$ cat src/clk_sel_pkg.sv
/*
 * Shared constants and types for the converter clock source selection block.
 * Assumes a single 50 MHz system clock and word-aligned register addressing.
 */
`default_nettype none
package clk_sel_pkg;

    localparam int CLK_PERIOD_NS   = 20;
    localparam int SWITCH_GATE_NS  = 60;
    localparam int SWITCH_GATE_CYC = (SWITCH_GATE_NS + CLK_PERIOD_NS - 1) / CLK_PERIOD_NS;
    localparam int SOFT_RESET_NS   = 200;
    localparam int SOFT_RESET_CYC  = (SOFT_RESET_NS + CLK_PERIOD_NS - 1) / CLK_PERIOD_NS;
    localparam int PLL_CAL_NS      = 20000;
    localparam int PLL_CAL_CYC     = (PLL_CAL_NS + CLK_PERIOD_NS - 1) / CLK_PERIOD_NS;

    localparam int ADDR_W = 10;

    // register indices; byte address is four times the index
    localparam logic [7:0] IDX_SOFT_RESET = 8'h00;
    localparam logic [7:0] IDX_DLL_CTRL   = 8'h52;
    localparam logic [7:0] IDX_CLK_SOURCE = 8'h53;
    localparam logic [7:0] IDX_DEC_PHASE  = 8'h64;
    localparam logic [7:0] IDX_PLL_CAL    = 8'h6b;
    localparam logic [7:0] IDX_STATUS     = 8'hd1;

    // dll control fields
    localparam int DUTY_BIT      = 0;
    localparam int DLL_EN_BIT    = 1;
    localparam int DLL_OUT_BIT   = 2;
    localparam int PHASE_LSB     = 3;
    localparam int DLL_RESET_BIT = 6;
    localparam logic [6:0] DLL_CTRL_RST = 7'h40;

    // decimation phase register fields
    localparam int DEC_PHASE_LSB = 0;
    localparam int DEC_EN_BIT    = 3;

    // status fields
    localparam int ST_CAL_DONE   = 0;
    localparam int ST_CAL_BUSY   = 1;
    localparam int ST_SW_BUSY    = 2;
    localparam int ST_SRC_LSB    = 3;
    localparam int ST_SOFT_BUSY  = 6;

    typedef enum logic [2:0]
    {
        SRC_DIRECT = 3'b001,
        SRC_DLL    = 3'b010,
        SRC_PLL    = 3'b100
    } core_src_t;

    typedef enum logic [2:0]
    {
        OCLK_BUFFER = 3'b001,
        OCLK_DLL    = 3'b010,
        OCLK_DECIM  = 3'b100
    } oclk_src_t;

    typedef enum logic [2:0]
    {
        SW_RUN    = 3'b001,
        SW_GATE   = 3'b010,
        SW_SETTLE = 3'b100
    } sw_state_t;

    function automatic logic [ADDR_W-1:0] regAddr(input logic [7:0] idx);
        return {idx, 2'b00};
    endfunction

endpackage
`default_nettype wire

$ cat src/clk_switch_if.sv
/*
 * Link between the register side and the glitch-free clock switch sequencer.
 * Assumes both ends run on the same system clock.
 */
`timescale 1ns/1ns
`default_nettype none
interface clk_switch_if;
    import clk_sel_pkg::*;
    core_src_t target;
    core_src_t active;
    logic      gate;
    logic      busy;
    modport ctrl (output target, input active, input gate, input busy);
    modport seq  (input target, output active, output gate, output busy);
endinterface
`default_nettype wire

$ cat src/adc_clock_source_select.sv
/*
 * Converter clock source selection: direct, DLL path or PLL, with output clock
 * and DLL reset control, reached over an Avalon-MM slave with waitrequest.
 * Assumes all inputs synchronous to mclk; analog clock paths obey the selects.
 */
// The Avalon-MM slave port and the placing of the registers were decided locally.
`timescale 1ns/1ns
`default_nettype none
module adc_clock_source_select
(
    input  wire logic                         mclk,
    input  wire logic                         resetn,
    input  wire logic [clk_sel_pkg::ADDR_W-1:0] address,
    input  wire logic                         read,
    input  wire logic                         write,
    input  wire logic [31:0]                  writedata,
    input  wire logic [3:0]                   byteenable,
    output logic      [31:0]                  readdata,
    output logic                              waitrequest,
    output clk_sel_pkg::core_src_t            coreClockSel,
    output logic                              coreClockGate,
    output logic                              dllEnable,
    output logic                              dllReset,
    output logic                              dutyCycleCorrection,
    output logic                              pllEnable,
    output logic                              pllRecalRun,
    output clk_sel_pkg::oclk_src_t            outputDataClockSel,
    output logic      [2:0]                   outputDataClockPhase
);
    import clk_sel_pkg::*;

    typedef struct packed
    {
        logic        waitReq;
        logic [31:0] rdata;
        logic        dutyEn;
        logic        dllEn;
        logic        delayLoopOutClockEnable;
        logic [2:0]  outClockPhaseDelay;
        logic        dllRstBit;
        logic        clkSource;
        logic        decEn;
        logic [2:0]  decimationOutPhaseDelay;
        logic        softAct;
        logic [3:0]  softCnt;
        logic        calBusy;
        logic        calDone;
        logic [9:0]  calCnt;
        logic        dllRstOut;
        logic        dutyOut;
        oclk_src_t   oclkSel;
        logic [2:0]  oclkPhase;
    } ctrl_state_t;

    ctrl_state_t st;
    ctrl_state_t next_st;
    clk_switch_if sw ();

    clock_switch_seq u_switch
    (
        .mclk   (mclk),
        .resetn (resetn),
        .sw     (sw.seq)
    );

    ////////////////////////////////////////////////////////////////////////////
    // bus decode
    logic      wrTake;
    logic      rdTake;
    logic      wrLane;
    logic      softExit;
    logic      pllRecalTrigger;
    core_src_t wantSrc;
    logic      dllOutActive;

    assign wrTake = write && !st.waitReq;
    assign rdTake = read && st.waitReq;
    assign wrLane = wrTake && byteenable[0];
    assign softExit = st.softAct && (st.softCnt == 4'h0);
    assign pllRecalTrigger = wrLane && (address == regAddr(IDX_PLL_CAL)) && writedata[0];
    assign dllOutActive = st.dllEn && st.delayLoopOutClockEnable && (st.outClockPhaseDelay != 3'h0);

    always_comb
    begin
        wantSrc = SRC_DIRECT;
        if (st.clkSource)
        begin
            wantSrc = SRC_PLL;
        end
        else if (st.dllEn)
        begin
            wantSrc = SRC_DLL;
        end
    end

    assign sw.target = wantSrc;

    ////////////////////////////////////////////////////////////////////////////
    always_comb
    begin
        next_st = st;
        // one wait cycle, then the answer stands for the taking edge
        next_st.waitReq = !((read || write) && st.waitReq);
        if (rdTake)
        begin
            next_st.rdata = 32'h0;
            case (address)
                regAddr(IDX_SOFT_RESET):
                    next_st.rdata[0] = st.softAct;
                regAddr(IDX_DLL_CTRL):
                    next_st.rdata[6:0] = {st.dllRstBit, st.outClockPhaseDelay,
                        st.delayLoopOutClockEnable, st.dllEn, st.dutyEn};
                regAddr(IDX_CLK_SOURCE):
                    next_st.rdata[0] = st.clkSource;
                regAddr(IDX_DEC_PHASE):
                    next_st.rdata[3:0] = {st.decEn, st.decimationOutPhaseDelay};
                regAddr(IDX_STATUS):
                begin
                    next_st.rdata[ST_CAL_DONE] = st.calDone;
                    next_st.rdata[ST_CAL_BUSY] = st.calBusy;
                    next_st.rdata[ST_SW_BUSY]  = sw.busy;
                    next_st.rdata[ST_SRC_LSB +: 3] = sw.active;
                    next_st.rdata[ST_SOFT_BUSY] = st.softAct;
                end
                default:
                    next_st.rdata = 32'h0;
            endcase
        end

        // soft reset countdown
        if (st.softAct)
        begin
            next_st.softCnt = st.softCnt - 4'h1;
            if (softExit)
            begin
                next_st.softAct = 1'b0;
                if (st.dllEn)
                begin
                    next_st.dllRstBit = 1'b0;
                end
            end
        end

        if (wrLane)
        begin
            case (address)
                regAddr(IDX_SOFT_RESET):
                begin
                    if (writedata[0] && !st.softAct)
                    begin
                        next_st.softAct = 1'b1;
                        next_st.softCnt = 4'(SOFT_RESET_CYC - 1);
                    end
                end
                regAddr(IDX_DLL_CTRL):
                begin
                    next_st.dutyEn = writedata[DUTY_BIT];
                    next_st.dllEn = writedata[DLL_EN_BIT];
                    next_st.delayLoopOutClockEnable = writedata[DLL_OUT_BIT];
                    next_st.outClockPhaseDelay = writedata[PHASE_LSB +: 3];
                    next_st.dllRstBit = writedata[DLL_RESET_BIT];
                end
                regAddr(IDX_CLK_SOURCE):
                    next_st.clkSource = writedata[0];
                regAddr(IDX_DEC_PHASE):
                begin
                    next_st.decEn = writedata[DEC_EN_BIT];
                    next_st.decimationOutPhaseDelay = writedata[DEC_PHASE_LSB +: 3];
                end
                default:
                    next_st.decEn = st.decEn;
            endcase
        end

        if (pllRecalTrigger || softExit)
        begin
            next_st.calBusy = 1'b1;
            next_st.calDone = 1'b0;
            next_st.calCnt  = 10'(PLL_CAL_CYC - 1);
        end
        else if (st.calBusy)
        begin
            next_st.calCnt = st.calCnt - 10'h1;
            if (st.calCnt == 10'h0)
            begin
                next_st.calBusy = 1'b0;
                next_st.calDone = 1'b1;
            end
        end

        // dll held in reset during soft reset while the dll is enabled
        next_st.dllRstOut = next_st.dllRstBit || (next_st.softAct && next_st.dllEn);
        // correction only on the dll path
        next_st.dutyOut = next_st.dutyEn && next_st.dllEn && !next_st.clkSource;

        if (st.decEn)
        begin
            next_st.oclkSel   = OCLK_DECIM;
            next_st.oclkPhase = st.decimationOutPhaseDelay;
        end
        else if (dllOutActive && !st.clkSource)
        begin
            next_st.oclkSel   = OCLK_DLL;
            next_st.oclkPhase = st.outClockPhaseDelay;
        end
        else
        begin
            next_st.oclkSel   = OCLK_BUFFER;
            next_st.oclkPhase = 3'h0;
        end
    end

    always_ff @(posedge mclk or negedge resetn)
    begin
        if (!resetn)
        begin
            st <= '0;
            st.waitReq   <= 1'b1;
            st.dllRstBit <= DLL_CTRL_RST[DLL_RESET_BIT];
            st.dllRstOut <= 1'b1;
            st.oclkSel   <= OCLK_BUFFER;
        end
        else
        begin
            st <= next_st;
        end
    end

    ////////////////////////////////////////////////////////////////////////////
    assign readdata             = st.rdata;
    assign waitrequest          = st.waitReq;
    assign coreClockSel         = sw.active;
    assign coreClockGate        = sw.gate;
    assign dllEnable            = st.dllEn;
    assign dllReset             = st.dllRstOut;
    // falling edge only in analog cell
    assign dutyCycleCorrection  = st.dutyOut;
    assign pllEnable            = st.clkSource;
    assign pllRecalRun          = st.calBusy;
    assign outputDataClockSel   = st.oclkSel;
    assign outputDataClockPhase = st.oclkPhase;
endmodule
`default_nettype wire

$ cat src/clock_switch_seq.sv
/*
 * Glitch-free core clock source switch: stop the clock, change source, settle, restart.
 * Assumes the target source is held stable by the controller between requests.
 */
`timescale 1ns/1ns
`default_nettype none
module clock_switch_seq
(
    input  wire logic mclk,
    input  wire logic resetn,
    clk_switch_if.seq sw
);
    import clk_sel_pkg::*;

    typedef struct packed
    {
        sw_state_t state;
        logic [3:0] cnt;
        core_src_t active;
        logic      gate;
    } seq_state_t;

    seq_state_t st;
    seq_state_t next_st;

    assign sw.active = st.active;
    assign sw.gate   = st.gate;
    assign sw.busy   = (st.state != SW_RUN);

    ////////////////////////////////////////////////////////////////////////////
    always_comb
    begin
        next_st = st;
        case (st.state)
            SW_RUN:
            begin
                if (sw.target != st.active)
                begin
                    next_st.gate  = 1'b0;
                    next_st.cnt   = 4'(SWITCH_GATE_CYC - 1);
                    next_st.state = SW_GATE;
                end
            end
            SW_GATE:
            begin
                if (st.cnt == 4'h0)
                begin
                    next_st.active = sw.target;
                    next_st.cnt    = 4'(SWITCH_GATE_CYC - 1);
                    next_st.state  = SW_SETTLE;
                end
                else
                begin
                    next_st.cnt = st.cnt - 4'h1;
                end
            end
            SW_SETTLE:
            begin
                if (st.cnt == 4'h0)
                begin
                    next_st.gate  = 1'b1;
                    next_st.state = SW_RUN;
                end
                else
                begin
                    next_st.cnt = st.cnt - 4'h1;
                end
            end
            default:
            begin
                next_st.state = SW_RUN;
                next_st.gate  = 1'b1;
            end
        endcase
    end

    always_ff @(posedge mclk or negedge resetn)
    begin
        if (!resetn)
        begin
            st <= '{state: SW_RUN, cnt: 4'h0, active: SRC_DIRECT, gate: 1'b1};
        end
        else
        begin
            st <= next_st;
        end
    end
endmodule
`default_nettype wire

$ cat config.mk
export PLATFORM = sky130hd
export DESIGN_NAME = adc_clock_source_select
export DESIGN_NICKNAME = d
export VERILOG_FILES = /design/src/clk_sel_pkg.sv /design/src/clk_switch_if.sv /design/src/adc_clock_source_select.sv /design/src/clock_switch_seq.sv
export SDC_FILE = /design/constraint.sdc
export NUM_CORES = 1
export LEC_CHECK = 0
export BUFFER_PORTS_ARGS = -buffer_cell sky130_fd_sc_hd__buf_4
export CAP_MARGIN = 20
export CORE_AREA = 3 3 106 78
export CTS_CLUSTER_SIZE = 14
export DETAILED_ROUTE_END_ITERATION = 8
export DIE_AREA = 0 0 109 81
export PLACE_DENSITY = 0.76
export SLEW_MARGIN = 20
export SYNTH_ARGS = -nofsm -noshare
export SYNTH_HDL_FRONTEND = slang
export SYNTH_HIERARCHICAL = 1
export SYNTH_SLANG_ARGS = --single-unit
$ cat constraint.sdc
create_clock -name mclk -period 2 [get_ports mclk]
set_input_delay 0.2 -clock mclk [delete_from_list [all_inputs] [get_ports mclk]]
set_output_delay 0.2 -clock mclk [all_outputs]
set_load 0.02 [all_outputs]
# Word-level counts from Yosys, hierarchy flattened
# Index checks and enable logic that the tools add are counted.
totals:
  out_inout_bits: 48
  input_bits: 50
  wordCells: 110
  regBits: 56
  mem_count: 0
  latch_bits: 0
  rom_bits: 0
  ramBits: 0
op_classes:
  div: 0
  n_eq_ne: 14
  n_reduce_logical: 37
  n_shift: 0
  n_mul: 0
  addsub: 3
  bitwise: 1
  mux: 32
  order_cmp: 0
ops:
  columns: ["op", "n"]
  rows:
  - ["$eq A10 B9 Y1 const B", 4]
  - ["$mux W12", 2]
  - ["$logic_not A10 Y1", 2]
  - ["$mux W5", 4]
  - ["$pmux W3 S3", 2]
  - ["$mux W17", 1]
  - ["$logic_and A1 B1 Y1", 14]
  - ["$mux W7", 2]
  - ["$mux W3", 4]
  - ["$pmux W4 S3", 1]
  - ["$eq A10 B10 Y1 const B", 1]
  - ["$sub A10 B1 Y10 const B", 1]
  - ["$reduce_and A3 Y1", 3]
  - ["$logic_not A4 Y1", 2]
  - ["$mux W1", 8]
  - ["$mux W4", 2]
  - ["$reduce_and A2 Y1", 4]
  - ["$sub A4 B1 Y4 const B", 2]
  - ["$mux W6", 1]
  - ["$ne A2 B1 Y1 const B", 3]
  - ["$pmux W3 S2", 1]
  - ["$reduce_bool A3 Y1", 2]
  - ["$logic_not A1 Y1", 5]
  - ["$pmux W1 S5", 1]
  - ["11 further kinds", 15]

# Longest topological paths before layout
depth:
  ltp_word: 9
  mapped_depth: 7
  ltp_nobuf: 6

# Cells and area by module
# The synthesis kept the hierarchy.
by_module_without_submodules:
  columns: ["mod", "n_inst", "area_each_um2", "seq_area_each_um2", "cells_each"]
  rows:
  - ["adc_clock_source_select", 1, 2529.9, 1131.1, 259]
  - ["clock_switch_seq", 1, 656.9, 279.0, 60]

# Worst setup path before layout
# OpenSTA, ideal clock, no wires.
synth_path:
  kind: "register to register"
  start: "register st (netlist bit dllEnable)"
  end: "register u_switch/st[4] (netlist name)"
  stages_incl_launch_ff: 7
  slack_ns: 0.016
  t_arrival_ns: 1.857
  required_time_ns: 1.872
  setup_time_ns: 0.128
  period_less_slack_ns: 1.984
  path_buffers: 1
  path_cell_list: "dfrtp_1 > clkbuf_1 > nor2b_1 > xor2_1 > nor4_4 > or2_2 > mux2_1"
synth_between:
  elab_chain_cells: 5
synth_lines:
  columns: ["element", "line", "rtl"]
  rows:
  - ["start: declaration", "adc_clock_source_select.sv:55", "ctrl_state_t st;"]
  - ["start signal: assignment", "adc_clock_source_select.sv:225", "st <= next_st;"]
  - ["$mux W2", "adc_clock_source_select.sv:90", "else if (st.dllEn)"]
  - ["$mux W3", "adc_clock_source_select.sv:86", "if (st.clkSource)"]
  - ["net sw.target[1]", "clk_switch_if.sv:9", "core_src_t target;"]
  - ["$ne A3 B3 Y1", "clock_switch_seq.sv:37", "if (sw.target != st.active)"]
  - ["$ne A2 B1 Y1 (no line)", null, null]
  - ["$reduce_and A3 Y1 (no line)", null, null]
  - ["end signal: assignment", "clock_switch_seq.sv:81", "st <= '{state: SW_RUN, cnt: 4'h0, active: SRC_DIRECT, gate: 1'b1};"]
  - ["end signal: assignment", "clock_switch_seq.sv:85", "st <= next_st;"]
  - ["end: declaration", "clock_switch_seq.sv:23", "seq_state_t st;"]
# The timed path passes the listed nets, and every way through them passes these cells.
# A chain may end at the register's enable or synchronous reset.

# Worst setup path after layout
layout_path:
  start: "register u_switch/st[8] (netlist name)"
  end: "register u_switch/st[5] (netlist name)"
layout_between:
  elab_chain_cells: 3
  word_cells_on_any_way: 8
  classes_between: "5 x eq/ne; 1 x mux; 2 x reduce/logical"
layout_lines:
  columns: ["element", "line", "rtl"]
  rows:
  - ["$eq A3 B3 Y1, or another cell as far along", "clock_switch_seq.sv:34", "case (st.state)"]
  - ["$ne A2 B2 Y1 (no line), or another cell as far along", null, null]
  - ["$reduce_and A3 Y1 (no line)", null, null]
# Several ways; a longest one is shown, not always the timed one.

==> out/metrics.yaml <==
rsz0062_at_grt: "false"
netlist_area_um2: 3190
cp_data_required_time_ns: 2.17
syn_inst: 319
place_area_um2: 3460
hold_depth: 2
fin_area_um2: 3580
grt_util_all_layers_pct: 15.8
finalCritPeriodShare_pct: 93.5
core_um2: 7250
diodes: 0
yosys-top-cells-count: "dfrtp_1 (49), buf_4 (42), nand2_1 (37)"
critPathKind: "reg -> reg"
grt_pass1_wl_um: 10800
synth_area_leaders: "dfrtp_1 (38%), buf_4 (9.9%), dfstp_2 (5.8%)"
dp_hpwl_um: 5210
swShare_pct: 30.5
p_sw_uw: 871
synth_cell_type_count: 62
gp_congestion: 0.852
synth-seq-cells: 56
drv_slew: 0
holdPathEnd: "waitrequest"
synth-async-reset-ratio_pct: 100
avgSynthCellArea_um2: 9.99
rrSetupSlack_ns: 0.13
route.top_layer_used: "met4"
dieArea_um2: 8830
power_frac_comb_pct: 27.3
vias: 2334
r2r-end: "u_switch/st[5]"
avgRoutedWirePerCell_um: 14.8
final_antenna_net_count: 0
seq_power_share_pct: 46.8
synth.most_common_cell: "dfrtp_1"
final_nets: 411
cellLeakagePower_uw: 0.00164
r2r-start: "u_switch/st[8]"
vias_per_cell: 5.14
ys_seq_area_share_pct: 44.2
yosysTopAreaCellShare_pct: 38.5
cts_root_buffer: "clkbuf_8"
holdCritPathClass: "in -> reg"
relSlewSlack_pct: 53.8
placement.io_buffers: 44
wl_met3_um: 816
die_w_um: 109
setup_violations: 0
cts_made_buffers: 5
post-route-util_pct: 49.4
drive_gt1_share_pct: 25.8
startpoint_type: "register"
p_int_uw: 1980
ios: 98
post_cts_buffers: 0
area_growth_pct: 12.4
clk_pin_slew_ns: 0.10
routedLengthMet1_um: 3080
drc: 0
ir_worst_vdd_v: 0.000661
worstPathMaxFanout: 9
maxCapViolCount: 0
die_y_um: 81
arrival_ns: 2.05
cts_tree: "done"
power_density_nw_per_um2: 796
synth_top_cell_by_area: "dfrtp_1"
hold_viol: 0
initialDrtViolationCount: 143
htreeDepth: 2
clkSinkCount: 56
synth_edf_count: 0
row_count: 26
met2_length_um: 2800
clk_latency_ns: 0.31
antenna_found_initial: 0
globalRoute.totalOverflow: 0
grt_pass1_vias: 2223
tightest_slew_ns: 0.693
ys.flop_type: "dfrtp_1"
clock_skew_ns: 0.0146
ctsLongestPathBuffers: 2
clock_power_share_pct: 25.9
hold_start: "write"
dr.pass1.iters: 4
grt_max_degree: 57
drt_wl_total_um: 6730
fmax_ghz: 0.535
yosysWarnings: 6
outcome: "finished, final reports clean"
r2r_cells: 4
min_period_ns: 1.87
crit_path_end_kind: "register"
start_util_pct: 43.9
registers in the layout (all words and copies together), names as in the netlist:
name                  count
dutyCycleCorrection       1
pllEnable                 1
outputDataClockPhase      3
readdata                  7
waitrequest               1
dllEnable                 1
dllReset                  1
u_switch/sw.active        3
pllRecalRun               1
outputDataClockSel        3
st                       26
u_switch/sw.gate          1
u_switch/st               7
power by group through the flow:
stage,Combinational [µW],Clock (µW),Sequential (µW)
after detailed placement,768,0,1350
after global routing,859,811,1350
after global placement,750,0,1350
final,777,738,1340
after floorplan,597,0,1350
after CTS,777,754,1330
layout make-up:
cell class	count	area, µm²
Fill cell	664	3670
Clock inverter	3	42.5
Clock buffer	5	68.8
Tap cell	98	123
Multi-Input combinational cell	221	1460
Timing Repair Buffer	57	430
Sequential cell	56	1410
Inverter	14	52.6
cells by family after synthesis:
kind of cell               after synthesis  share of synthesized area, %
AOI/OAI and AO/OA                       52                          11.6
xor gates and xnor gates                16                          4.40
adders and majority gates                6                          2.36
buffers and inverters                   66                          13.0
DFF                                     56                          44.2
muxes                                   13                          4.59
other                                    1                         0.118
and+or+nand+nor                        109                          19.6
routing by layer:
metal	track usage [%]	up-vias
li1	-	1121
met1	22.9	1116
met2	22.4	95
met3	5.48	2
met4	4.04	0
met5	0	-
layout by cell type (no fill, tap or decap), types with 2 or more instances in the layout:
cell | netlist | routed
a21oi_1 | 10 | 10
a221oi_1 | 2 | 2
a22oi_1 | 4 | 4
and3_1 | 2 | 2
buf_4 | 42 | 56
clkbuf_8 | 0 | 5
conb_1 | 1 | 25
dfrtp_1 | 49 | 49
dfstp_2 | 7 | 7
ha_1 | 6 | 6
inv_1 | 14 | 14
mux2_1 | 4 | 4
mux2_2 | 9 | 9
nand2_1 | 37 | 37
nand2b_1 | 5 | 5
nand3_1 | 6 | 6
nand4_1 | 3 | 3
nand4b_1 | 3 | 3
nor2_1 | 13 | 13
nor2b_1 | 3 | 3
nor3_1 | 8 | 8
nor3b_1 | 4 | 3
nor4_1 | 3 | 3
nor4_4 | 2 | 2
nor4bb_1 | 2 | 2
o211ai_1 | 2 | 2
o21ai_0 | 13 | 13
o31a_1 | 2 | 2
o31ai_1 | 4 | 4
or2_2 | 2 | 2
or3_1 | 3 | 3
or4_1 | 3 | 3
xnor2_1 | 7 | 7
xor2_1 | 9 | 9
worst max-delay path: stages (launching register included):
cell	delay, ns
dfstp_2	0.54
or3b_4	0.40
nor4_4	0.49
or2_2	0.23
a22oi_1	0.08
timing repair:
item                                    CTS  global route
pin swaps                                 0             1
endpoints found under the setup margin    4             2
gates resized for setup                   1             0
endpoints found under the hold margin    49             0
hold buffers                              1             0
worst max-delay path by stage:
stage | slack, ns | cells past startpoint | to | startpoint
final | 0.13 | 4 | u_switch/st[5] | u_switch/st[8]
after global routing | 0.02 | 6 | u_switch/st[7] | u_switch/st[5]
after CTS | 0.09 | 6 | u_switch/st[4] | u_switch/st[4]
after detailed placement | -0.02 | 5 | u_switch/sw.active[2] | u_switch/st[5]
after global placement | 0.05 | 5 | u_switch/sw.active[2] | u_switch/st[5]
after floorplan | 0.02 | 6 | u_switch/st[4] | dllEnable
through the flow:
step | setup TNS (ns) | setup slack, ns | instances | power [µW] | hold slack (ns)
after floorplan | 0 | 0.0155 | 343 | 1940 | -0.0956
after global placement | 0 | 0.0505 | 445 | 2100 | 0.285
after detailed placement | -0.0427 | -0.0237 | 445 | 2120 | 0.294
after CTS | 0 | 0.0879 | 454 | 2870 | 0.0503
after global routing | 0 | 0.0237 | 454 | 3020 | 0.0752
final | 0 | 0.130 | 454 | 2850 | 0.0506
Power figures use the tool's default switching activity.
